[src/hw/bdr_pkg.sv]
package bdr_pkg;
   // register map, byte addresses on the APB side
   localparam logic [7:0]  OFS_DATA0     = 8'h00;
   localparam logic [7:0]  OFS_TRIM      = 8'h40;
   localparam logic [7:0]  OFS_STATUS    = 8'h44;
   localparam int          ADDR_W        = 8;

   // backup data words
   localparam int          NUM_WORDS     = 16;
   localparam int          WORD_W        = 16;
   localparam int          AIDX_W        = 4;
   localparam logic [15:0] DATA_RST      = 16'h0000;

   // trim and output control register fields
   localparam int          POS_PULSE_SEL = 9;
   localparam int          POS_PULSE_EN  = 8;
   localparam int          POS_CLK_OUT   = 7;
   localparam int          CAL_LSB       = 0;
   localparam int          CAL_W         = 7;
   localparam logic [6:0]  CAL_RST       = 7'h00;
   localparam logic        FLAG_RST      = 1'b0;

   // status register fields
   localparam int          POS_ST_UNLOCK = 0;
   localparam int          POS_ST_VDD    = 1;
   localparam int          POS_ST_PIN_OE = 2;
   localparam int          POS_ST_PIN    = 3;

   // pulse skipping window of 2^20 rtc pulses and divide-by-64 output
   localparam int          SKIP_W        = 20;
   localparam int          TRIM_DIV      = 64;
   localparam int          DIV_W         = 5;
   localparam logic [4:0]  DIV_LAST      = 5'(TRIM_DIV / 2 - 1);

   localparam logic [31:0] ZERO32        = 32'h0000_0000;

   typedef enum logic [0:0] {
      BDR_IDLE = 1'b0,
      BDR_ACK  = 1'b1
   } bdr_apb_e;
endpackage : bdr_pkg

[src/hw/bdr_mem_if.sv]
`timescale 1ns/1ps
interface bdr_mem_if;
   logic                          ce;
   logic                          clr;
   logic                          we;
   logic [bdr_pkg::AIDX_W-1:0]    waddr;
   logic [bdr_pkg::WORD_W-1:0]    wdata;
   logic [bdr_pkg::AIDX_W-1:0]    raddr;
   logic [bdr_pkg::WORD_W-1:0]    rdata;

   modport ctrl (output ce, output clr, output we, output waddr, output wdata, output raddr, input rdata);
   modport mem  (input ce, input clr, input we, input waddr, input wdata, input raddr, output rdata);
endinterface : bdr_mem_if

[src/hw/bdr_mem.sv]
`timescale 1ns/1ps
module bdr_mem (
   input wire logic clk,
   bdr_mem_if.mem   bus
);
   import bdr_pkg::*;

   typedef struct packed {
      logic [NUM_WORDS-1:0][WORD_W-1:0] word;
      logic [WORD_W-1:0]                rdata;
   } bdr_mem_s;

   bdr_mem_s q;
   bdr_mem_s next_q;

   always_comb begin
      next_q = q;
      if (bus.ce) begin
         if (bus.we) begin
            next_q.word[bus.waddr] = bus.wdata;
         end
         next_q.rdata = q.word[bus.raddr];
      end
      // only the backup-domain reset clears the words
      if (bus.clr) begin
         next_q.word  = {NUM_WORDS{DATA_RST}};
         next_q.rdata = DATA_RST;
      end
   end

   always_ff @(posedge clk) begin
      q <= next_q;
   end

   assign bus.rdata = q.rdata;
endmodule : bdr_mem

[src/hw/bdr_top.sv]
// Decided for this implementation: register access over APB and the register addresses.
`timescale 1ns/1ps
// How it works
// - sixteen 16-bit backup data words hold 32 bytes of user data.
// - the data words survive system reset, power reset and standby wake and clear only on backup-domain reset.
// - after reset backup access is blocked until the write-unlock level is raised.
// - the pulse-select bit chooses the alarm pulse (0) or the second pulse (1) for the rtc pin.
// - with pulse-output-enable set and trim-clock-output clear the selected pulse, one rtc period long, drives the rtc pin.
// - pulse-select and pulse-output-enable clear only on backup-domain reset.
// - with trim-clock-output set the calibrated rtc clock divided by 64 drives the rtc pin.
// - trim-clock-output clears when the main supply goes off while CE is high and system reset is released.
// - the 7-bit skip field drops that many rtc pulses out of every 2^20.
// - each skip step slows the clock by 1000000/2^20 ppm, up to 121 ppm.
module bdr_top (
   input  wire logic        CLK,
   input  wire logic        RSTN,
   input  wire logic        BDRSTN,
   input  wire logic        CE,
   input  wire logic        PSEL,
   input  wire logic        PENABLE,
   input  wire logic        PWRITE,
   input  wire logic [7:0]  PADDR,
   input  wire logic [31:0] PWDATA,
   output logic [31:0]      PRDATA,
   output logic             PREADY,
   output logic             PSLVERR,
   input  wire logic        BACKUP_WRITE_UNLOCK,
   input  wire logic        VDD_GOOD,
   input  wire logic        RTC_CLK_IN,
   input  wire logic        RTC_ALARM_PULSE,
   input  wire logic        RTC_SECOND_PULSE,
   output logic             RTC_TICK,
   output logic             RTC_PIN_OUT,
   output logic             RTC_PIN_OE
);
   import bdr_pkg::*;

   typedef struct packed {
      bdr_apb_e          apb_st;
      logic              pready;
      logic              pslverr;
      logic [31:0]       prdata;
      logic              rtc_s1;
      logic              rtc_s2;
      logic              rtc_prev;
      logic              alm_s1;
      logic              alm_s2;
      logic              sec_s1;
      logic              sec_s2;
      logic              vdd_s1;
      logic              vdd_s2;
      logic              pulse_sel;
      logic              pulse_output_enable;
      logic              trim_clock_output;
      logic [CAL_W-1:0]  cal;
      logic [SKIP_W-1:0] skip_cnt;
      logic [DIV_W-1:0]  div_cnt;
      logic              div_clk;
      logic              rtc_tick;
      logic              pin_out;
      logic              pin_oe;
   } bdr_top_s;

   bdr_top_s  q;
   bdr_top_s  next_q;

   bdr_mem_if mbus ();

   logic              access;
   logic              aligned;
   logic              hit_data;
   logic              hit_trim;
   logic              hit_status;
   logic              mapped;
   logic              complete;
   logic              wr_ok;
   logic              rtc_edge;
   logic              keep_pulse;
   logic [15:0]       trim_word;
   logic [15:0]       status_word;

   bdr_mem u_mem (
      .clk (CLK),
      .bus (mbus)
   );

   // address decode; only whole aligned words are mapped
   always_comb begin
      access     = PSEL && PENABLE;
      aligned    = (PADDR[1:0] == 2'b00);
      hit_data   = aligned && (PADDR < OFS_TRIM);
      hit_trim   = aligned && (PADDR == OFS_TRIM);
      hit_status = aligned && (PADDR == OFS_STATUS);
      mapped     = hit_data || hit_trim || hit_status;
      // the request completes on the edge that samples pready high
      complete   = access && (q.apb_st == BDR_ACK);
      // locked backup domain drops writes silently
      wr_ok      = complete && PWRITE && BACKUP_WRITE_UNLOCK;
   end

   // the memory reads the addressed word during setup so it is ready in the access phase
   assign mbus.ce    = CE;
   assign mbus.clr   = !BDRSTN;
   assign mbus.we    = wr_ok && hit_data;
   assign mbus.waddr = PADDR[AIDX_W+1:2];
   assign mbus.wdata = PWDATA[WORD_W-1:0];
   assign mbus.raddr = PADDR[AIDX_W+1:2];

   always_comb begin
      trim_word                    = 16'h0000;
      trim_word[POS_PULSE_SEL]     = q.pulse_sel;
      trim_word[POS_PULSE_EN]      = q.pulse_output_enable;
      trim_word[POS_CLK_OUT]       = q.trim_clock_output;
      trim_word[CAL_LSB+:CAL_W]    = q.cal;
      status_word                  = 16'h0000;
      status_word[POS_ST_UNLOCK]   = BACKUP_WRITE_UNLOCK;
      status_word[POS_ST_VDD]      = q.vdd_s2;
      status_word[POS_ST_PIN_OE]   = q.pin_oe;
      status_word[POS_ST_PIN]      = q.pin_out;
   end

   // rising edge of the rtc clock as seen after the synchroniser
   assign rtc_edge   = q.rtc_s2 && !q.rtc_prev;
   // the first cal pulses of each 2^20 window are swallowed
   assign keep_pulse = (q.skip_cnt >= {{(SKIP_W-CAL_W){1'b0}}, q.cal});

   always_comb begin
      next_q = q;
      if (CE) begin
         // two-stage synchronisers for everything from other clocks or pins
         next_q.rtc_s1   = RTC_CLK_IN;
         next_q.rtc_s2   = q.rtc_s1;
         next_q.rtc_prev = q.rtc_s2;
         next_q.alm_s1   = RTC_ALARM_PULSE;
         next_q.alm_s2   = q.alm_s1;
         next_q.sec_s1   = RTC_SECOND_PULSE;
         next_q.sec_s2   = q.sec_s1;
         next_q.vdd_s1   = VDD_GOOD;
         next_q.vdd_s2   = q.vdd_s1;

         // apb slave: one wait state, then pready for a single cycle
         case (q.apb_st)
            BDR_IDLE: begin
               next_q.pready  = 1'b0;
               next_q.pslverr = 1'b0;
               if (access) begin
                  next_q.apb_st  = BDR_ACK;
                  next_q.pready  = 1'b1;
                  next_q.pslverr = !mapped;
                  next_q.prdata  = ZERO32;
                  if (!PWRITE) begin
                     if (hit_status) begin
                        next_q.prdata = {16'h0000, status_word};
                     end else if (BACKUP_WRITE_UNLOCK && hit_data) begin
                        next_q.prdata = {16'h0000, mbus.rdata};
                     end else if (BACKUP_WRITE_UNLOCK && hit_trim) begin
                        next_q.prdata = {16'h0000, trim_word};
                     end
                  end
               end
            end
            BDR_ACK: begin
               next_q.apb_st  = BDR_IDLE;
               next_q.pready  = 1'b0;
               next_q.pslverr = 1'b0;
               next_q.prdata  = ZERO32;
            end
            default: begin
               next_q.apb_st  = BDR_IDLE;
               next_q.pready  = 1'b0;
               next_q.pslverr = 1'b0;
            end
         endcase

         // trim register write, only while unlocked
         if (wr_ok && hit_trim) begin
            next_q.pulse_sel           = PWDATA[POS_PULSE_SEL];
            next_q.pulse_output_enable = PWDATA[POS_PULSE_EN];
            next_q.trim_clock_output   = PWDATA[POS_CLK_OUT];
            next_q.cal                 = PWDATA[CAL_LSB+:CAL_W];
         end

         // calibration: count every rtc pulse, pass only the kept ones
         next_q.rtc_tick = 1'b0;
         if (rtc_edge) begin
            next_q.skip_cnt = q.skip_cnt + 1'b1;
            next_q.rtc_tick = keep_pulse;
         end

         // divide the calibrated clock by 64: toggle every 32 kept pulses
         if (q.rtc_tick) begin
            next_q.div_cnt = q.div_cnt + 1'b1;
            if (q.div_cnt == DIV_LAST) begin
               next_q.div_clk = !q.div_clk;
            end
         end

         // pin mux; the divided clock wins if both outputs are requested
         if (q.trim_clock_output) begin
            next_q.pin_out = q.div_clk;
            next_q.pin_oe  = 1'b1;
         end else if (q.pulse_output_enable) begin
            // the pulses already last one rtc period, so they are passed level for level
            next_q.pin_out = q.pulse_sel ? q.sec_s2 : q.alm_s2;
            next_q.pin_oe  = 1'b1;
         end else begin
            next_q.pin_out = 1'b0;
            next_q.pin_oe  = 1'b0;
         end
      end

      // a main supply loss sampled before CE drops keeps clearing the clock output while frozen
      if (!q.vdd_s2) begin
         next_q.trim_clock_output = FLAG_RST;
      end

      // system reset touches only the bus side, the samplers, the tick and the pin outputs
      if (!RSTN) begin
         next_q.apb_st   = BDR_IDLE;
         next_q.pready   = 1'b0;
         next_q.pslverr  = 1'b0;
         next_q.prdata   = ZERO32;
         next_q.rtc_s1   = 1'b0;
         next_q.rtc_s2   = 1'b0;
         next_q.rtc_prev = 1'b0;
         next_q.alm_s1   = 1'b0;
         next_q.alm_s2   = 1'b0;
         next_q.sec_s1   = 1'b0;
         next_q.sec_s2   = 1'b0;
         next_q.vdd_s1   = 1'b1;
         next_q.vdd_s2   = 1'b1;
         next_q.rtc_tick = 1'b0;
         next_q.pin_out  = 1'b0;
         next_q.pin_oe   = 1'b0;
      end

      // backup-domain reset is the only one that clears the stored settings
      if (!BDRSTN) begin
         next_q.pulse_sel           = FLAG_RST;
         next_q.pulse_output_enable = FLAG_RST;
         next_q.trim_clock_output   = FLAG_RST;
         next_q.cal                 = CAL_RST;
         next_q.skip_cnt            = '0;
         next_q.div_cnt             = '0;
         next_q.div_clk             = 1'b0;
         next_q.rtc_tick            = 1'b0;
         next_q.pin_out             = 1'b0;
         next_q.pin_oe              = 1'b0;
      end
   end

   always_ff @(posedge CLK) begin
      q <= next_q;
   end

   assign PRDATA      = q.prdata;
   assign PREADY      = q.pready;
   assign PSLVERR     = q.pslverr;
   assign RTC_TICK    = q.rtc_tick;
   assign RTC_PIN_OUT = q.pin_out;
   assign RTC_PIN_OE  = q.pin_oe;
endmodule : bdr_top

[config.mk]
export PLATFORM = sky130hd
export DESIGN_NAME = bdr_top
export DESIGN_NICKNAME = d
export VERILOG_FILES = /design/src/hw/bdr_pkg.sv /design/src/hw/bdr_mem_if.sv /design/src/hw/bdr_mem.sv /design/src/hw/bdr_top.sv
export SDC_FILE = /design/constraint.sdc
export NUM_CORES = 1
export LEC_CHECK = 0
export BUFFER_PORTS_ARGS = -buffer_cell sky130_fd_sc_hd__buf_2
export CAP_MARGIN = 30
export CORE_MARGIN = 3
export CORE_UTILIZATION = 50
export DETAILED_ROUTE_END_ITERATION = 12
export PLACE_DENSITY = 0.7
export SETUP_SLACK_MARGIN = 0.02
export SYNTH_ARGS = -nofsm -noshare
export SYNTH_HDL_FRONTEND = slang
export SYNTH_HIERARCHICAL = 1
export SYNTH_SLANG_ARGS = --single-unit
export TNS_END_PERCENT = 10
[constraint.sdc]
create_clock -name CLK -period 3.3 [get_ports CLK]
set_input_delay 0.66 -clock CLK [delete_from_list [all_inputs] [get_ports CLK]]
set_output_delay 0.66 -clock CLK [all_outputs]
set_load 0.02 [all_outputs]
==> metrics.md, run 1 <==
| Metric | Value |
|---|---|
| Outcome | completed |
| DP Worst Slack | about 0.38 ns |
| Post-synth top area share | 44.3% |
| Hold worst-path end | q[40] |
| NetSw | 0.00199 W |
| Cell Area, Synth | between 0.015 and 0.02 sq mm |
| Leakage | 5.85 nW |
| Vias per cell | about 5.7 |
| Largest net degree at the start of global routing | about 140 |
| Total of max-cap violations | 0 |
| Relative slew slack | between 30% and 40% |
| WL/cell | 18.0 microns |
| Max-slew violations | 0 |
| Hold_sp | VDD_GOOD |
| RSZ-0062 raised after global routing | false |
| Critical path origin | PADDR[1] |
| CTS tree | done |
| Setup TNS | 0 ns |
| Synth Flop Type | dfxtp_1 |
| Die Y | about 180 microns |
| Clock power share | 46.5% |
| Async SR Flop Fraction | 0% |
| Post-CTS sizing | 0 |
| Crit Path Category | input pin to flip-flop |
| CP Capture Type | flip-flop |
| Initial antenna violation count | 2 |
| Dpl hpwl | about 26000 microns |
| # setup viols final | 0 |
| Port Buffers | 56 |
| Synth Instances | between 1500 and 2000 |
| Number of synthesized register bits | 338 |
| Number of flops mapped to enable cells by yosys | 0 |
| Antenna Nets Post-Route | 0 |
| Via count | between 10000 and 15000 |
| Maximum VDD drop | ~0.00032 V |
| Num CTS Buffers | 36 |
| Worst path arrival time | 2.81 ns |
| Clock transition at path regs | ~0.060 ns |
| Pint | about 0.0065 W |
| Starting Density | between 50% and 60% |
| Root Buffer | clkbuf_16 |
| Max Fclk | 407 MHz |
| Congestion Overflow GR | 0 |
| Worst Tran Pin Value | around 0.94 ns |
| Launching point of the worst reg2reg path | q[82] |
| DRT Wirelength | between 40000 and 50000 microns |
| Initial drt markers | around 1300 |
| CTS H-tree depth | 2 |
| Critical path required time | ~3.7 ns |
| Unique masters post-synth | between 60 and 70 |
| Reg2reg end | u_mem/q[144] |
| Worst hold path type | input pin to flip-flop |
| Initial DRT Pass Iterations | 5 |
| Routability congestion estimate | just over 0.8 |
| Hold buffer count at CTS | 0 |
| TritonCTS Sinks | around 340 |
| Vias in the first global route | 12300 |
| Gr usage total | between 20% and 30% |
| Rows | between 60 and 70 |
| Syn_area_per_cell | ~8.1 sq um |
| Setup Fix Bufs, Post-CTS | 0 |
| Core Area | approximately 0.03 sq mm |
| Hold Path Depth | 3 |
| IO Count | 89 |
| Worst Clk Skew | approximately 0.027 ns |
| Sw Ratio | about a quarter |
| Final WS setup | roughly 0.84 ns |
| CTS Buffer Depth | 3 |
| PwrDens | approximately 520 mW/mm^2 |
| Top cells by area, synth | dfxtp_1, nand2_1, mux2i_1 |
| Synth area leader | dfxtp_1 |
| First-pass GRT wire length | roughly 64000 microns |
| # DRC | 0 |
| Clk_lat worst skew | 0.54 ns |
| Final min period | 2.46 ns |
| Final Hold Fails | 0 |
| Syn-to-layout area delta | 8.39% |
| Tcrit/Tclk final | between 70% and 80% |
| Proportion of power drawn by flip-flops and latches | slightly below 50% |
| Die area | about 0.033 sq mm |
| Startpoint types | input pin |
| Seq/Total Area, Yosys | ~44% |
| Reg2reg setup slack | between 1 and 1.5 ns |
| Reg2Reg Depth | 7 |
| Nets | between 1500 and 2000 |
| Gate power share | roughly 5.3% |
| Critical path peak fanout | 16 |
| Share of layout cells above drive strength 1 | under 10% |
| Die W | 181 microns |
| Yosys warns | 6 |
## power groups by stage
stage                     clock network (W)  registers [W]  logic, W
after floorplan                           0        0.00420  0.000344
after global routing                0.00419        0.00411  0.000478
after global placement                    0        0.00420  0.000437
final                               0.00397        0.00412  0.000453
after CTS                           0.00403        0.00411  0.000444
after detailed placement                  0        0.00420  0.000443
## worst max-delay path by stage
stage               slack (ns)           end  cells after the start
floorplan                 0.09  u_mem/q[213]                      8
global placement          0.41  u_mem/q[159]                      8
detailed placement        0.38  u_mem/q[144]                      8
CTS                       0.92  u_mem/q[144]                      8
global route              0.68  u_mem/q[146]                      8
finish                    0.84  u_mem/q[144]                      8
## area by class of cell
| class | instances | area (sq um) |
|---|---|---|
| sequential | 338 | 6770 |
| clock buffer | 58 | 1070 |
| antenna | 2 | 5.00 |
| timing repair buffer | 95 | 598 |
| tap | 390 | 488 |
| clock inverter | 7 | 90.1 |
| inverter | 15 | 63.8 |
| fill | 2761 | 13300 |
| multi-input combinational | 1349 | 7480 |
## flip-flops by register name, summed over array words and instances (netlist names)
name             cells
RTC_TICK             1
PRDATA              16
RTC_PIN_OUT          1
RTC_PIN_OE           1
u_mem/bus.rdata     16
u_mem/q            256
PSLVERR              1
q                   46
## per-layer routing
layer | track usage (%) | part of all wire, % | vias to the layer above
met1 | 32.2 | 45 | 6198
met2 | 39.0 | 46 | 452
met4 | 7.95 | 2.3 | 0
met3 | 3.22 | 6.5 | 72
met5 | 0 | 0 | -
li1 | - | - | 6191
## cells in the final DEF (no fill, tap or decap), types with 11 or more instances in the layout
cell type,synthesis,final
a21oi_1,283,283
a22o_1,12,12
a22oi_1,54,54
buf_2,35,55
buf_4,69,37
clkbuf_1,81,13
clkbuf_16,0,36
conb_1,1,16
dfxtp_1,338,338
inv_1,14,14
mux2i_1,149,149
nand2_1,580,580
nand3_1,58,58
nor2_1,33,32
nor2_4,12,12
nor2b_1,18,16
o21ai_0,11,11
## through the flow
step	std cells	total power (W)	hold slack [ns]	area [sq um]	utilization, %
floorplan	1893	0.00454	0.424	15300	-
global placement	2186	0.00464	0.441	15400	51.5
detailed placement	2187	0.00465	0.444	15400	51.5
CTS	2252	0.00859	0.355	16600	55.4
global route	2254	0.00879	0.389	16600	55.4
finish	2254	0.00854	0.377	16600	55.4
## critical path, stage by stage
cell	delay [ns]
buf_2	0.09
or3_1	0.52
nor3_1	0.24
buf_4	0.25
and4bb_2	0.30
nand2_1	0.45
nand2_1	0.21
a21oi_1	0.09
## cells by family (layout without fill, tap and decap cells)
family / Yosys count / after routing / synth area share (%)
simple gates: 776 / 776 / 22.9
compound gates: 384 / 384 / 14.2
flops: 338 / 338 / 44.3
buf+inv: 206 / 175 / 7.24
mux: 149 / 149 / 9.76
xor+xnor: 14 / 14 / 0.802
fa+ha+maj: 10 / 10 / 0.819
other cells: 1 / 18 / 0.0245
## cells in the mapped netlist, drive strengths merged (2+ instances only)
cell type	instances
a211oi	2
a21oi	285
a22o	12
a22oi	54
a2bb2oi	4
a31oi	5
and2	6
and4	2
and4b	2
buf	110
clkbuf	81
dfxtp	338
ha	10
inv	14
mux2i	149
nand2	580
nand2b	7
nand3	58
nand3b	4
nand4	9
nand4b	4
nor2	45
nor2b	18
nor3	9
nor3b	3
nor4	10
o21ai	11
o2bb2ai	4
or3	9
or4	3
xnor2	10
xor2	4
No activity file was read; power rests on OpenSTA's default activity.
==> inputs of run 2 (changes only) <==
--- a/config.mk
+++ b/config.mk
@@ -5,6 +5,7 @@
 export SDC_FILE = /design/constraint.sdc
 export NUM_CORES = 1
 export LEC_CHECK = 0
+export ABC_AREA = 1
 export BUFFER_PORTS_ARGS = -buffer_cell sky130_fd_sc_hd__buf_2
 export CAP_MARGIN = 30
 export CORE_MARGIN = 3
==> constraint.sdc (replaced) <==
create_clock -name CLK -period 2 [get_ports CLK]
set_input_delay 0.4 -clock CLK [delete_from_list [all_inputs] [get_ports CLK]]
set_output_delay 0.4 -clock CLK [all_outputs]
set_load 0.02 [all_outputs]
==> run 2 against run 1 <==
  * Global-route usage rose by 1.9 points
  * Register-to-register slack got worse by 0.94 ns
  * Combinational power up 140%
  * Cell count up 26%
  * Flip-flop and latch count unchanged
  * Sequential power grew 65%
  * Core utilization is 1.3 points higher
  * Non-clock buffer count up 59
  * Highest routed layer is now met5
==> metrics.md, run 2 <==
| Metric | Value |
|---|---|
| Outcome | completed |
| Unique masters post-synth | 42 |
| Final WS setup | between 0.1 and 0.15 ns |
| Final min period | between 1.5 and 2 ns |
| Syn-to-layout area delta | 11.4% |
| Ant diodes | 0 |
| Via count | between 15000 and 20000 |
| Top cells by area, synth | dfxtp_1, nand2_1, nand3_1 |
| Biggest regs | u_mem/q: 256 flops, q: 46 flops |
| Slowest CP cell | dfxtp_1 |
| WL/cell | ~16 microns |
| Starting Density | roughly 51% |
| Cell with the most instances after synthesis | nand2_1 |
| Max-slew violations | 0 |
| Clk_lat worst skew | between 0.5 and 0.6 ns |
| Crit Path Category | flip-flop to flip-flop |
| Hold buffer count at CTS | 0 |
| Post-synth top cells | nand2_1, nand3_1, dfxtp_1 |
| Largest register FFs | approximately 260 |
| CTS Buffer Depth | 3 |
| CP Buf/Inv Count | 5 |
| Core Area | around 0.033 sq mm |
| Yosys warns | 6 |
| Slowest stage delay, CP | between 0.3 and 0.4 ns |
| Dpl hpwl | roughly 30000 microns |
| Most frequent cells in the layout | nand2_1, nand3_1, dfxtp_1, nor2_1, a21oi_1 |
| Leakage | 7.18 nW |
| Share of layout cells above drive strength 1 | between 10 and 15% |
| Tcrit/Tclk final | 93.4% |
| # setup viols final | 0 |
| Gr usage total | approximately a quarter |
| Async SR Flop Fraction | 0% |
| Port Buffers | 56 |
| CP top delay family | buffers and inverters |
| Core Util, Final | a little under three fifths |
| Congestion Overflow GR | 0 |
| Gate power share | under 10% |
| PwrDens | 802 mW/mm^2 |
| Nets | between 2000 and 2500 |
| Largest reg by FF count | u_mem/q |
| Critical path required time | approximately 2.4 ns |
| Cell Area, Synth | around 0.017 sq mm |
| Die Y | ~190 microns |
| Proportion of power drawn by flip-flops and latches | a little under half |
| Clock transition at path regs | roughly 0.06 ns |
| Number of flops mapped to enable cells by yosys | 0 |
| Seq/Total Area, Yosys | 40.7% |
| Commonest non-fill, non-tap cell in the layout | nand2_1 |
| Final Hold Fails | 0 |
| Initial drt markers | approximately 1400 |
| Antenna Nets Post-Route | 0 |
| IO Count | a little under 90 |
| Number of synthesized register bits | 338 |
| Post-synth top area share | 40.7% |
| First-pass GRT wire length | roughly 75000 microns |
| Initial DRT Pass Iterations | 5 |
| DP Worst Slack | -0.126 ns |
| # DRC | 0 |
| CTS tree | done |
| Syn_area_per_cell | 6.93 sq um |
| Pint | around 0.011 W |
| Largest net degree at the start of global routing | 71 |
| NetSw | 0.00354 W |
| Sw Ratio | about a quarter |
| Vias in the first global route | 14700 |
| Critical path peak fanout | 32 |
| Max Fclk | ~540 MHz |
| Synth area leader | dfxtp_1 |
| Synth Instances | between 2000 and 2500 |
| Most used cell, CP | buf_12 |
| Fillers | ~3100 |
| Die W | 188 microns |
| Total of max-cap violations | 0 |
| Maximum VDD drop | roughly 0.00052 V |
| Die area | 0.0355 sq mm |
| Routability congestion estimate | approximately 0.85 |
| DRT Wirelength | about 46000 microns |
| Num CTS Buffers | 37 |
| TritonCTS Sinks | between 300 and 400 |
| Rows | 66 |
| Relative slew slack | between 60% and 70% |
| Crit path cell chain | inv_2 -> nor4_4 -> inv_1 -> nor2_1 -> nand2_1 -> clkinv_4 -> buf_12 -> nand4_4 -> buf_12 -> a211oi_1 |
| Initial antenna violation count | 1 |
| Clock power share | 46.8% |
| Worst hold path type | input pin to flip-flop |
| Startpoint types | flip-flop |
| CP Capture Type | flip-flop |
| Worst Clk Skew | between 0.015 and 0.02 ns |
| CTS H-tree depth | 2 |
| Root Buffer | clkbuf_16 |
| Synth Flop Type | dfxtp_1 |
| Vias per cell | roughly 5.5 |
| Worst path arrival time | 2.29 ns |
| RSZ-0062 raised after global routing | false |
| Worst Tran Pin Value | 0.551 ns |
-- run 2: cell types whose count changed in the layout (fill, tap and decap cells not counted), moves of 24 or more --
cell / previous run / this run
inv_1: 14 / 182
buf_12: 1 / 25
mux2i_1: 149 / 0
a21oi_1: 283 / 201
nand2_1: 580 / 642
a211oi_1: 2 / 74
buf_4: 37 / 74
nand3_1: 58 / 366
nor2_1: 32 / 208
a22oi_1: 54 / 0
-- run 2: logic make-up after synthesis --
family | count (synthesis) | synth area share [%]
DFF | 338 | 40.7
buffers and inverters | 431 | 12.3
and+or+nand+nor | 1283 | 34.0
xor gates and xnor gates | 2 | 0.105
AOI/OAI and AO/OA | 334 | 12.1
other | 1 | 0.0226
adders and majority gates | 10 | 0.753
-- run 2: stage by stage --
stage | std cells | hold slack (ns) | total power (W) | instance area, sq um | TNS, ns
finish | 2834 | 0.102 | 0.0148 | 18500 | 0
global route | 2834 | 0.120 | 0.0153 | 18500 | 0
CTS | 2833 | 0.0929 | 0.0149 | 18500 | 0
detailed placement | 2771 | 0.445 | 0.00802 | 17200 | -7.55
global placement | 2771 | 0.444 | 0.00800 | 17200 | -5.51
floorplan | 2414 | 0.429 | 0.00768 | 16700 | 0
-- run 2: area by class of cell --
class                           count  area (sq um)  share of cell area, %
Multi-Input combinational cell   1645          7900                   42.6
Sequential cell                   338          6770                   36.5
Timing Repair Buffer              154          1330                   7.19
Clock buffer                       52          1070                   5.80
Inverter                          194           748                   4.04
Tap cell                          442           553                   2.99
Clock inverter                      9           149                  0.804
-- run 2: timing repair --
action,in CTS,in global routing
pin swaps,0,0
buffers inserted,1,1
gates resized for setup,0,8
endpoints found under the hold margin,0,0
endpoints found under the setup margin,1,165
-- run 2: routing by layer --
layer  track usage, %  routed length (microns)  up-vias
met2             41.7                    21100      578
met5                0                       13        -
met3             4.30                     3530       99
met1             34.0                    19800     7223
li1                 -                        -     7661
met4             10.0                     1570        2
-- run 2: path summary, 6_finish.rpt --
path / from / to / slack, ns / cells after the start
worst min-delay path: VDD_GOOD / q[40] / 0.10 / 3
worst max-delay path: q[82] / u_mem/q[94] / 0.13 / 10
worst min register to register: u_mem/q[78] / u_mem/q[78] / 0.46 / 2
worst max register to register: q[82] / u_mem/q[94] / 0.13 / 10
-- run 2: worst reg2reg max path: cells and delay by family, from the launching register on --
kind	cells	cell delay, ns
AOI/OAI and AO/OA	1	0.24
buffers and inverters	5	0.63
DFF	1	0.34
and+or+nand+nor	4	0.57
-- run 2: power groups by stage --
stage,registers [W],logic [W],clock network (W)
after floorplan,0.00695,0.000724,0
after global placement,0.00696,0.00105,0
after detailed placement,0.00696,0.00106,0
after CTS,0.00681,0.00107,0.00705
after global routing,0.00681,0.00117,0.00733
final,0.00681,0.00109,0.00695
